===== config.mk =====
export PLATFORM = sky130hd
export DESIGN_NAME = sgc_ctrl_regs
export DESIGN_NICKNAME = d
export VERILOG_FILES = /design/src/hw/sgc_pkg.sv /design/src/hw/sgc_ctrl_regs.sv /design/src/hw/sgc_period_tick.sv
export SDC_FILE = /design/constraint.sdc
export NUM_CORES = 1
export LEC_CHECK = 0
export BUFFER_PORTS_ARGS = -buffer_cell sky130_fd_sc_hd__buf_4
export CELL_PAD_IN_SITES_DETAIL_PLACEMENT = 2
export CELL_PAD_IN_SITES_GLOBAL_PLACEMENT = 2
export CORE_UTILIZATION = 31
export DETAILED_ROUTE_END_ITERATION = 6
export GPL_TIMING_DRIVEN = 0
export PLACE_DENSITY = 0.77
export SETUP_SLACK_MARGIN = 0.15
export SKIP_LAST_GASP = 1
export SYNTH_ARGS = -nofsm -noshare
export SYNTH_HDL_FRONTEND = slang
export SYNTH_HIERARCHICAL = 1
export SYNTH_SLANG_ARGS = --single-unit

===== constraint.sdc =====
create_clock -name mclk_i -period 3.4 [get_ports mclk_i]
set_input_delay 0.51 -clock mclk_i [delete_from_list [all_inputs] [get_ports mclk_i]]
set_output_delay 0.51 -clock mclk_i [all_outputs]
set_load 0.005 [all_outputs]

===== src/hw/sgc_pkg.sv =====
// constants for the port-5 host interface and broadcast storm register bank
// assumes a 25 MHz core clock and word-aligned apb register access
package sgc_pkg;

    // ==================================================================
    // register indices and byte addresses (byte address = 4 * index)
    localparam logic [5:0] IDX_HOST_CTRL = 6'h06;
    localparam logic [5:0] IDX_STORM_LO  = 6'h07;
    localparam logic [5:0] IDX_TEST_A    = 6'h08;
    localparam logic [5:0] IDX_TEST_B    = 6'h09;
    localparam logic [5:0] IDX_TEST_C    = 6'h0a;
    localparam logic [5:0] IDX_CTRL9     = 6'h0b;
    localparam logic [7:0] ADDR_HOST_CTRL = {IDX_HOST_CTRL, 2'b00};
    localparam logic [7:0] ADDR_STORM_LO  = {IDX_STORM_LO, 2'b00};

    // ==================================================================
    // field positions
    localparam int BACK_PRESS_BIT  = 7;
    localparam int HALF_DUPLEX_BIT = 6;
    localparam int FLOW_CTRL_BIT   = 5;
    localparam int SPEED_10_BIT    = 4;
    localparam int NULL_VID_BIT    = 3;
    localparam int RMII_EDGE_BIT   = 6;
    localparam int POWER_SAVE_BIT  = 3;

    // ==================================================================
    // reset and fixed values
    localparam logic [7:0]  HOST_CTRL_RST = 8'h00;
    localparam logic [7:0]  STORM_LO_RST  = 8'h4a;
    localparam logic [7:0]  TEST_A_VAL    = 8'h00;
    localparam logic [7:0]  TEST_B_VAL    = 8'h4c;
    localparam logic [7:0]  TEST_C_VAL    = 8'h00;
    localparam logic [7:0]  CTRL9_RST     = 8'h00;
    localparam logic [7:0]  CTRL9_RW_MASK = 8'h48;
    localparam logic [10:0] STORM_THR_RST = 11'h04a;

    // ==================================================================
    // sizes
    localparam int NUM_PORTS = 5;
    localparam int THR_W     = 11;
    localparam int VID_W     = 12;
    localparam int TICK_W    = 24;

    // ==================================================================
    // storm period timing
    localparam int CLK_HZ         = 25_000_000;
    localparam int STORM_FAST_MS  = 50;
    localparam int STORM_SLOW_MS  = 500;
    localparam int STORM_FAST_CYC = STORM_FAST_MS * (CLK_HZ / 1000);
    localparam int STORM_SLOW_CYC = STORM_SLOW_MS * (CLK_HZ / 1000);

endpackage


===== src/hw/sgc_ctrl_regs.sv =====
// port-5 host interface configuration, null vlan id replacement and
// broadcast storm metering, reached over an apb slave
// assumes apb3 signalling and one pulse per 64-byte broadcast block per port
`timescale 1ns/1ps

// Function
// - host duplex bit set means half duplex, clear means full duplex.
// - duplex bit resets to its strap level; low gives full duplex.
// - host flow control bit set enables full-duplex pause, clear disables.
// - flow control bit resets to its strap level; low disables it.
// - host speed bit set means 10 Mbps, clear means 100 Mbps.
// - speed bit resets to its strap level; low gives 100 Mbps.
// - replacement bit set swaps a null vlan identifier for port default.
// - storm threshold is 11 bits, upper three in one register.
// - storm period is 50 ms at 100 Mbps, 500 ms at 10 Mbps.
// - threshold resets to 0x4A, upper bits zero.
module sgc_ctrl_regs
    import sgc_pkg::*;
#(
    parameter int unsigned FAST_PERIOD_CYC = STORM_FAST_CYC,
    parameter int unsigned SLOW_PERIOD_CYC = STORM_SLOW_CYC
) (
    input  wire logic                 mclk_i,
    input  wire logic                 rst_i,
    input  wire logic                 psel_i,
    input  wire logic                 penable_i,
    input  wire logic                 pwrite_i,
    input  wire logic [7:0]           paddr_i,
    input  wire logic [31:0]          pwdata_i,
    output logic      [31:0]          prdata_o,
    output logic                      pready_o,
    output logic                      pslverr_o,
    input  wire logic                 duplex_strap_pin_i,
    input  wire logic                 pause_strap_pin_i,
    input  wire logic                 speed_strap_pin_i,
    input  wire logic [NUM_PORTS-1:0] port_slow_i,
    input  wire logic [NUM_PORTS-1:0] bcast_block_i,
    output logic      [NUM_PORTS-1:0] drop_bcast_o,
    input  wire logic [VID_W-1:0]     vlan_id_i,
    input  wire logic [VID_W-1:0]     port_vid_i,
    output logic      [VID_W-1:0]     vlan_id_o,
    output logic                      host_half_duplex_o,
    output logic                      host_flow_ctrl_o,
    output logic                      host_speed_10_o,
    output logic                      null_vid_replace_o,
    output logic                      back_pressure_o,
    output logic                      rmii_edge_o,
    output logic                      power_save_o,
    output logic      [THR_W-1:0]     storm_threshold_o
);

    // ==================================================================
    // state
    typedef struct packed {
        logic [7:0]                       host_ctrl;
        logic [7:0]                       storm_lo;
        logic [7:0]                       ctrl9;
        logic [31:0]                      rdata;
        logic                             ready;
        logic                             err;
        logic [NUM_PORTS-1:0][THR_W-1:0] cnt;
        logic [NUM_PORTS-1:0]             drop;
        logic [VID_W-1:0]                 vid_out;
    } sgc_regs_t;

    sgc_regs_t  r;
    sgc_regs_t  next_r;
    logic       tick_fast;
    logic       tick_slow;
    logic [THR_W-1:0] thr;

    // ==================================================================
    // storm period timers
    sgc_period_tick #(
        .PERIOD_CYC (FAST_PERIOD_CYC)
    ) u_fast_tick (
        .mclk_i (mclk_i),
        .rst_i  (rst_i),
        .tick_o (tick_fast)
    );

    sgc_period_tick #(
        .PERIOD_CYC (SLOW_PERIOD_CYC)
    ) u_slow_tick (
        .mclk_i (mclk_i),
        .rst_i  (rst_i),
        .tick_o (tick_slow)
    );

    assign thr = {r.host_ctrl[2:0], r.storm_lo};

    // ==================================================================
    // next state
    always_comb begin
        logic       hit;
        logic [7:0] rd;
        logic       tick_sel;
        hit      = 1'b1;
        rd       = 8'h00;
        tick_sel = 1'b0;
        next_r   = r;

        // read decode
        case (paddr_i[7:2])
            IDX_HOST_CTRL: rd = r.host_ctrl;
            IDX_STORM_LO:  rd = r.storm_lo;
            IDX_TEST_A:    rd = TEST_A_VAL;
            IDX_TEST_B:    rd = TEST_B_VAL;
            IDX_TEST_C:    rd = TEST_C_VAL;
            IDX_CTRL9:     rd = r.ctrl9;
            default:       hit = 1'b0;
        endcase
        if (paddr_i[1:0] != 2'b00) begin
            hit = 1'b0;
        end

        // apb answer one cycle after setup
        next_r.ready = 1'b0;
        next_r.err   = 1'b0;
        next_r.rdata = '0;
        if (psel_i && !penable_i) begin
            next_r.ready = 1'b1;
            next_r.err   = !hit;
            if (hit && !pwrite_i) begin
                next_r.rdata = {24'h00_0000, rd};
            end
        end

        // write at completing access edge; test registers ignore writes
        if (psel_i && penable_i && r.ready && pwrite_i && hit) begin
            case (paddr_i[7:2])
                IDX_HOST_CTRL: next_r.host_ctrl = pwdata_i[7:0];
                IDX_STORM_LO:  next_r.storm_lo  = pwdata_i[7:0];
                IDX_CTRL9: begin
                    next_r.ctrl9 = (r.ctrl9 & ~CTRL9_RW_MASK) | (pwdata_i[7:0] & CTRL9_RW_MASK);
                end
                default: next_r.ctrl9 = r.ctrl9;
            endcase
        end

        // null vlan identifier replacement
        if (r.host_ctrl[NULL_VID_BIT] && vlan_id_i == '0) begin
            next_r.vid_out = port_vid_i;
        end else begin
            next_r.vid_out = vlan_id_i;
        end

        // per-port broadcast block metering
        for (int p = 0; p < NUM_PORTS; p++) begin
            tick_sel = port_slow_i[p] ? tick_slow : tick_fast;
            if (tick_sel) begin
                next_r.cnt[p] = '0;
            end else if (bcast_block_i[p] && r.cnt[p] < thr) begin
                next_r.cnt[p] = r.cnt[p] + 1'b1;
            end
            next_r.drop[p] = (next_r.cnt[p] >= thr);
        end

        // synchronous reset; straps are caught on every reset cycle
        if (rst_i) begin
            next_r           = '0;
            next_r.host_ctrl = HOST_CTRL_RST;
            next_r.host_ctrl[HALF_DUPLEX_BIT] = duplex_strap_pin_i;
            next_r.host_ctrl[FLOW_CTRL_BIT]   = pause_strap_pin_i;
            next_r.host_ctrl[SPEED_10_BIT]    = speed_strap_pin_i;
            next_r.host_ctrl[2:0] = STORM_THR_RST[10:8];
            next_r.storm_lo       = STORM_LO_RST;
            next_r.ctrl9          = CTRL9_RST;
        end
    end

    always_ff @(posedge mclk_i) begin
        r <= next_r;
    end

    // ==================================================================
    // outputs
    assign prdata_o           = r.rdata;
    assign pready_o           = r.ready;
    assign pslverr_o          = r.err;
    assign drop_bcast_o       = r.drop;
    assign vlan_id_o          = r.vid_out;
    assign host_half_duplex_o = r.host_ctrl[HALF_DUPLEX_BIT];
    assign host_flow_ctrl_o   = r.host_ctrl[FLOW_CTRL_BIT];
    assign host_speed_10_o    = r.host_ctrl[SPEED_10_BIT];
    assign null_vid_replace_o = r.host_ctrl[NULL_VID_BIT];
    assign back_pressure_o    = r.host_ctrl[BACK_PRESS_BIT];
    assign rmii_edge_o        = r.ctrl9[RMII_EDGE_BIT];
    assign power_save_o       = r.ctrl9[POWER_SAVE_BIT];
    assign storm_threshold_o  = thr;
endmodule


===== src/hw/sgc_period_tick.sv =====
// repeating period timer: one-cycle tick at the end of every period
// assumes PERIOD_CYC fits in TICK_W bits and is at least 2
`timescale 1ns/1ps

module sgc_period_tick
    import sgc_pkg::*;
#(
    parameter int unsigned PERIOD_CYC = 1000
) (
    input  wire logic mclk_i,
    input  wire logic rst_i,
    output logic      tick_o
);

    typedef struct packed {
        logic [TICK_W-1:0] count;
        logic              tick;
    } sgc_tick_state_t;

    localparam logic [TICK_W-1:0] LAST = TICK_W'(PERIOD_CYC - 1);

    sgc_tick_state_t r;
    sgc_tick_state_t next_r;

    always_comb begin
        next_r = r;
        next_r.tick = 1'b0;
        if (r.count == LAST) begin
            next_r.count = '0;
            next_r.tick  = 1'b1;
        end else begin
            next_r.count = r.count + 1'b1;
        end
        if (rst_i) begin
            next_r = '0;
        end
    end

    always_ff @(posedge mclk_i) begin
        r <= next_r;
    end

    assign tick_o = r.tick;
endmodule


; ---- After elaboration in Yosys (flattened, before gate mapping)
; Cells that the tools add are included.
[classes]
add_sub_neg = 7
n_lt_le_gt_ge = 10
n_eq_ne = 8
mux = 28
bitwise = 3
reduce_logical = 28
[op_table]
columns = cell, n
row1 = $mux W129, 1
row2 = $mux W11, 10
row3 = $add A11 B1 Y11 const B, 5
row4 = $ge A11 B11 Y1, 5
row5 = $lt A11 B11 Y1, 5
row6 = $add A24 B1 Y24 const B, 2
row7 = $pmux W8 S4, 1
row8 = $eq A24 B21 Y1 const B, 1
row9 = $eq A24 B24 Y1 const B, 1
row10 = $eq A6 B4 Y1 const B, 4
row11 = $mux W8, 3
row12 = $mux W23, 1
row13 = $eq A6 B3 Y1 const B, 2
row14 = $logic_and A1 B1 Y1, 12
row15 = $logic_not A12 Y1, 1
row16 = $mux W12, 1
row17 = $mux W10, 1
row18 = $mux W1, 9
row19 = $or A8 B7 Y8, 1
row20 = $reduce_and A2 Y1, 4
row21 = $mux W7, 1
row22 = $reduce_bool A2 Y1, 3
row23 = $reduce_or A2 Y1, 3
row24 = $reduce_or A6 Y1, 1
row25 = other kinds (3), 6
[totals]
reg_bits = 180
input_bits = 82
out_inout_bits = 69
word_cells = 103

; ---- Depth between registers and ports, before layout
[logic_depth]
ltp_word = 8
depth_mapped = 16
ltp_nobuf = 15

; ---- By module
; The synthesis kept the hierarchy.
[by_module_without_submodules]
columns = mod, instances, cells_each, area_each_um2
row1 = sgc_ctrl_regs, 1, 868, 7226.9
row2 = sgc_period_tick at u_slow_tick, 1, 132, 1151.1
row3 = sgc_period_tick at u_fast_tick, 1, 132, 1139.8

; ---- Least setup slack after synthesis
; Ideal clock, no wire load.
[synth_timing]
path_type = reg-to-reg
from = reg r (netlist bit storm_threshold_o[5])
to = reg r (netlist bit drop_bcast_o[4])
arrival_time_ps = 3110
t_required_ps = 3272
setup_slack_ps = 162
stages_incl_launch_ff = 17
period_less_slack_ps = 3238
cell_sequence = dfxtp_1 -> inv_1 -> ha_1 -> and4_1 -> and2_1 -> a221oi_1 -> clkbuf_1 -> nand4_1 -> xor2_1 -> nor2_1 -> ha_1 -> nor4_1 -> nand2_1 -> a31oi_1 -> o21ai_1 -> a31oi_1 -> nor2_1
[synth_via]
elab_chain_len = 5
[synth_lines]
columns = item, line_no
row1 = from (decl), sgc_ctrl_regs.sv:66  ; sgc_regs_t r;
row2 = from (signal assigned), sgc_ctrl_regs.sv:173  ; r <= next_r;
row3 = $lt A11 B11 Y1, sgc_ctrl_regs.sv:153  ; end else if (bcast_block_i[p] && r.cnt[p] < thr) begin
row4 = $logic_and A1 B1 Y1, sgc_ctrl_regs.sv:153
row5 = $mux W11, sgc_ctrl_regs.sv:153
row6 = $mux W11, sgc_ctrl_regs.sv:151  ; if (tick_sel) begin
row7 = $ge A11 B11 Y1 (*), sgc_ctrl_regs.sv:156  ; next_r.drop[p] = (next_r.cnt[p] >= thr);
; Every way passes the cells marked *; elsewhere a longest branch is shown, timed or not.
; A chain may end at the register's enable or synchronous reset.

; ---- Final worst setup path
[layout_timing]
from = reg r (netlist bit storm_threshold_o[9])
to = reg r (netlist bit drop_bcast_o[0])
; Same word-level chain as after synthesis.

==> results.sh <==
export IMPL_critical_path_slowest_cell="dfxtp_4"
export IMPL_utilization_pct=43.4
export IMPL_n_fill_cell=3276
export IMPL_coreArea_mm2=0.0300
export IMPL_grt_start_max_net_pins=17
export IMPL_violations="setup timing"
export IMPL_grt_overflow=0
export IMPL_syn_area_mm2=0.00952
export IMPL_drt_vias_per_instance=5.32
export IMPL_grt_antenna_before_repair=0
export IMPL_synthSimpleGateAreaFrac_pct=24.7
export IMPL_skew_ns=0.0146
export IMPL_cp_common_cell="nor2_1"
export IMPL_nets=1555
export IMPL_finalCriticalPeriod_ns=3.88
export IMPL_io_pins=151
export IMPL_rsz0062_at_grt="yes"
export IMPL_die_width_um=177
export IMPL_rows=63
export IMPL_post_dp_hpwl_um=22000
export IMPL_hold_buffers=0
export IMPL_setup_violations=5
export IMPL_clockBufferDepth=2
export IMPL_root_buffer="clkbuf_16"
export IMPL_grt_pass1_vias=9987
export IMPL_total_power_w=0.00424
export IMPL_dieHeight_um=177
export IMPL_synth_async_reset_ratio_pct=0
export IMPL_numCtsBuffers=17
export IMPL_hold_violations=0
export IMPL_powerDensity_mw_per_mm2=326
export IMPL_die_area_mm2=0.0314
export IMPL_diodes=0
export IMPL_yosysWarnings=6
export IMPL_worstMarginPinSlew_ns=0.942
export IMPL_status="finished with violations"
export IMPL_synth_mux_area_share_pct=3.35
export IMPL_dr_total_vias=9371
export IMPL_synthDistinctLibCells=67
export IMPL_max_freq_ghz=0.258
export IMPL_clk_latency_ns=0.45
export IMPL_critical_path_max_stage_delay_ns=0.37
export IMPL_gr_usage_all_layers_pct=22.4
export IMPL_startpoint_type="flop"
export IMPL_grt_pass1_wl_um=54400
export IMPL_crit_required_ns=3.71
export IMPL_synth_compound_area_share_pct=11.3
export IMPL_synthAdderAreaFrac_pct=14.7
export IMPL_total_leakage_power_nw=5.49
export IMPL_cts_tree="built"
export IMPL_synth_seq_cells=150
export IMPL_synth_xor_area_share_pct=6.72
export IMPL_critical_path_cell_chain="clkinvlp_4 > buf_12 > buf_12 > buf_8 > ha_4 > a211oi_2 > buf_4 > nor2_1 > a211oi_2 > buf_4 > nand4_1 > xor2_1 > nor2_1 > ha_2 > nor3_2 > nand3_1 > a31oi_1 > o21ai_1 > a31oi_2 > nor2_1"
export IMPL_path_clk_slew_ns=0.07
export IMPL_wire_per_inst_um=22.4
export IMPL_worstSetupPathType="flop to flop"
export IMPL_fin_ws_ns=-0.480
export IMPL_ys_seq_area_share_pct=31.9
export IMPL_maxCapViolations=0
export IMPL_drive_gt1_share_pct=31.3
export IMPL_slew_violations=0
export IMPL_htreeDepth=4
export IMPL_gp_congestion=0.784
export IMPL_avgSynthCellArea_um2=8.41
export IMPL_ir_drop_uv=308
export IMPL_pre_cts_slack_ns=-0.921
export IMPL_synth_edf_count=3
export IMPL_first_pass_iters=7
export IMPL_synthCells=1132
export IMPL_post_route_period_util_pct=114
export IMPL_area_delta_synth_final_pct=36.7
export IMPL_ys_flop_type="dfxtp_1"
export IMPL_wl_um=39500
export IMPL_crit_arrival_ns=4.19
export IMPL_io_buffer_count=102
export IMPL_synth_top_family_by_area="simple AND/OR/NAND/NOR gates"
export IMPL_drc=0
export IMPL_min_path_type="primary input to flop"
export IMPL_drtIter0Drc=297
export IMPL_initial_utilization_pct=31.8
export IMPL_cts_sinks=150
export IMPL_cp_max_fo=5
export IMPL_maxSlewHeadroom_pct=36.6
export IMPL_endpoint_kind="flop"
export IMPL_ant_nets=0
[per-layer routing]
| layer | vias up | track usage [%] | routed length [um] |
|---|---|---|---|
| li1 | 4376 | - | - |
| met1 | 4694 | 25.6 | 15400 |
| met2 | 212 | 41.8 | 21100 |
| met3 | 89 | 3.65 | 1400 |
| met4 | 0 | 7.65 | 1590 |
| met5 | - | 0 | 0 |
[Yosys cell counts (all sizes together), types with 3 or more instances]
cell type	count	area share (%)
nor2	196	7.7
dfxtp	147	31
nand2	59	2.3
or2	7	0.46
a31oi	10	0.66
edfxtp	3	0.95
and2	8	0.53
a21o	8	0.63
clkbuf	22	0.88
xnor2	37	3.4
a21oi	73	4.0
xor2	36	3.3
a211oi	15	1.2
and4	6	0.57
o21ai	40	2.1
buf	69	5.3
o31ai	5	0.39
a2111oi	4	0.63
and3	15	0.99
or3	11	0.80
or4	11	1.0
ha	112	15
nand2b	16	1.1
nor4	11	0.72
nand3	52	2.8
inv	28	1.1
nor3	16	0.96
nor2b	12	0.79
mux2i	24	2.5
mux2	7	0.83
o21a	7	0.55
nand4	40	2.8
[cells by family after synthesis]
kind of cell / count (synthesis)
simple gates: 471
compound gates: 175
flops: 150
buf+inv: 119
fa+ha+maj: 112
xor+xnor: 73
mux: 31
other cells: 1
[path summary, 6_finish.rpt]
kind	startpoint	endpoint	slack [ns]	cells after the start
worst max-delay path	storm_threshold_o[9]	drop_bcast_o[0]	-0.48	20
worst min-delay path	vlan_id_i[9]	vlan_id_o[9]	0.29	3
worst max register to register	storm_threshold_o[9]	drop_bcast_o[0]	-0.48	20
worst min register to register	u_fast_tick/r[1]	u_fast_tick/r[1]	0.47	1
[report_power, final]
group | total (W) | leakage (nW) | switching, W | internal [W]
Combinational | 0.000371 | 3.97 | 0.000190 | 0.000182
Clock | 0.00205 | 0.291 | 0.000824 | 0.00123
Sequential | 0.00182 | 1.23 | 0.0000321 | 0.00179
[per-stage QoR]
step / setup TNS (ns) / std cells / hold WS [ns] / cell area (um2)
2_1_floorplan: 0 / 1155 / 0.430 / 9600
3_3_place_gp: -2.59 / 1647 / 0.446 / 10900
3_5_place_dp: -2.98 / 1647 / 0.457 / 10900
4_1_cts: -0.220 / 1745 / 0.270 / 12500
5_1_grt: -1.61 / 1763 / 0.289 / 13000
6_report: -1.07 / 1763 / 0.287 / 13000
[critical path, delay by kind of cell (launching register included)]
kind                     cells  cell delay [ns]
adder cells (fa/ha/maj)      2             0.40
buffers and inverters        6             0.90
AND/OR/NAND/NOR              6             0.70
AO/OA/AOI/OAI                5             1.08
XOR/XNOR                     1             0.29
flip-flops                   1             0.37
[state kept, by name, summed over array words and instances (netlist names)]
| register | cells |
|---|---|
| u_slow_tick/tick_o | 1 |
| host_half_duplex_o | 1 |
| host_speed_10_o | 1 |
| u_slow_tick/r | 24 |
| r | 55 |
| vlan_id_o | 12 |
| drop_bcast_o | 5 |
| null_vid_replace_o | 1 |
| rmii_edge_o | 1 |
| u_fast_tick/r | 24 |
| pready_o | 1 |
| pslverr_o | 1 |
| storm_threshold_o | 11 |
| power_save_o | 1 |
| u_fast_tick/tick_o | 1 |
| host_flow_ctrl_o | 1 |
| prdata_o | 8 |
| back_pressure_o | 1 |
[repair_timing]
| item | CTS | global route |
|---|---|---|
| endpoints found under the setup margin | 5 | 5 |
| resized for setup | 95 | 74 |
| setup buffers | 66 | 18 |
| pin swaps | 34 | 53 |
| gates cloned | 1 | 0 |
[layout by cell type, fill, tap and decap left out, drive strengths merged, types with 3 or more instances in the layout]
cell,Yosys,routed
clkinvlp,0,13
nand2,59,59
a211oi,15,15
and3,15,15
nor2b,12,12
inv,28,18
nor4,11,11
xor2,36,36
buf,69,256
nand2b,16,16
xnor2,37,37
or3,11,11
clkbuf,22,45
o21a,7,7
or4,11,11
a31oi,10,10
nand3,52,52
ha,112,112
nand4,40,40
conb,1,24
a2111oi,4,4
o31ai,5,5
dfxtp,147,147
o21ai,40,40
and4,6,6
a21oi,73,73
mux2,7,7
nor2,196,196
nor3,16,16
a21o,8,8
mux2i,24,24
bufinv,0,3
edfxtp,3,3
or2,7,7
and2,8,8
[layout make-up]
type                            instances  area [um2]  share of cell area, %
Clock inverter                          8         123                  0.942
Sequential cell                       150        3070                   23.6
Tap cell                              390         488                   3.75
Inverter                               28         143                   1.10
Buffer                                 91         623                   4.79
Timing Repair Buffer                  187        1520                   11.7
Multi-Input combinational cell        886        6560                   50.4
Clock buffer                           23         488                   3.75
Note: power is estimated with default switching activity, not from simulation.
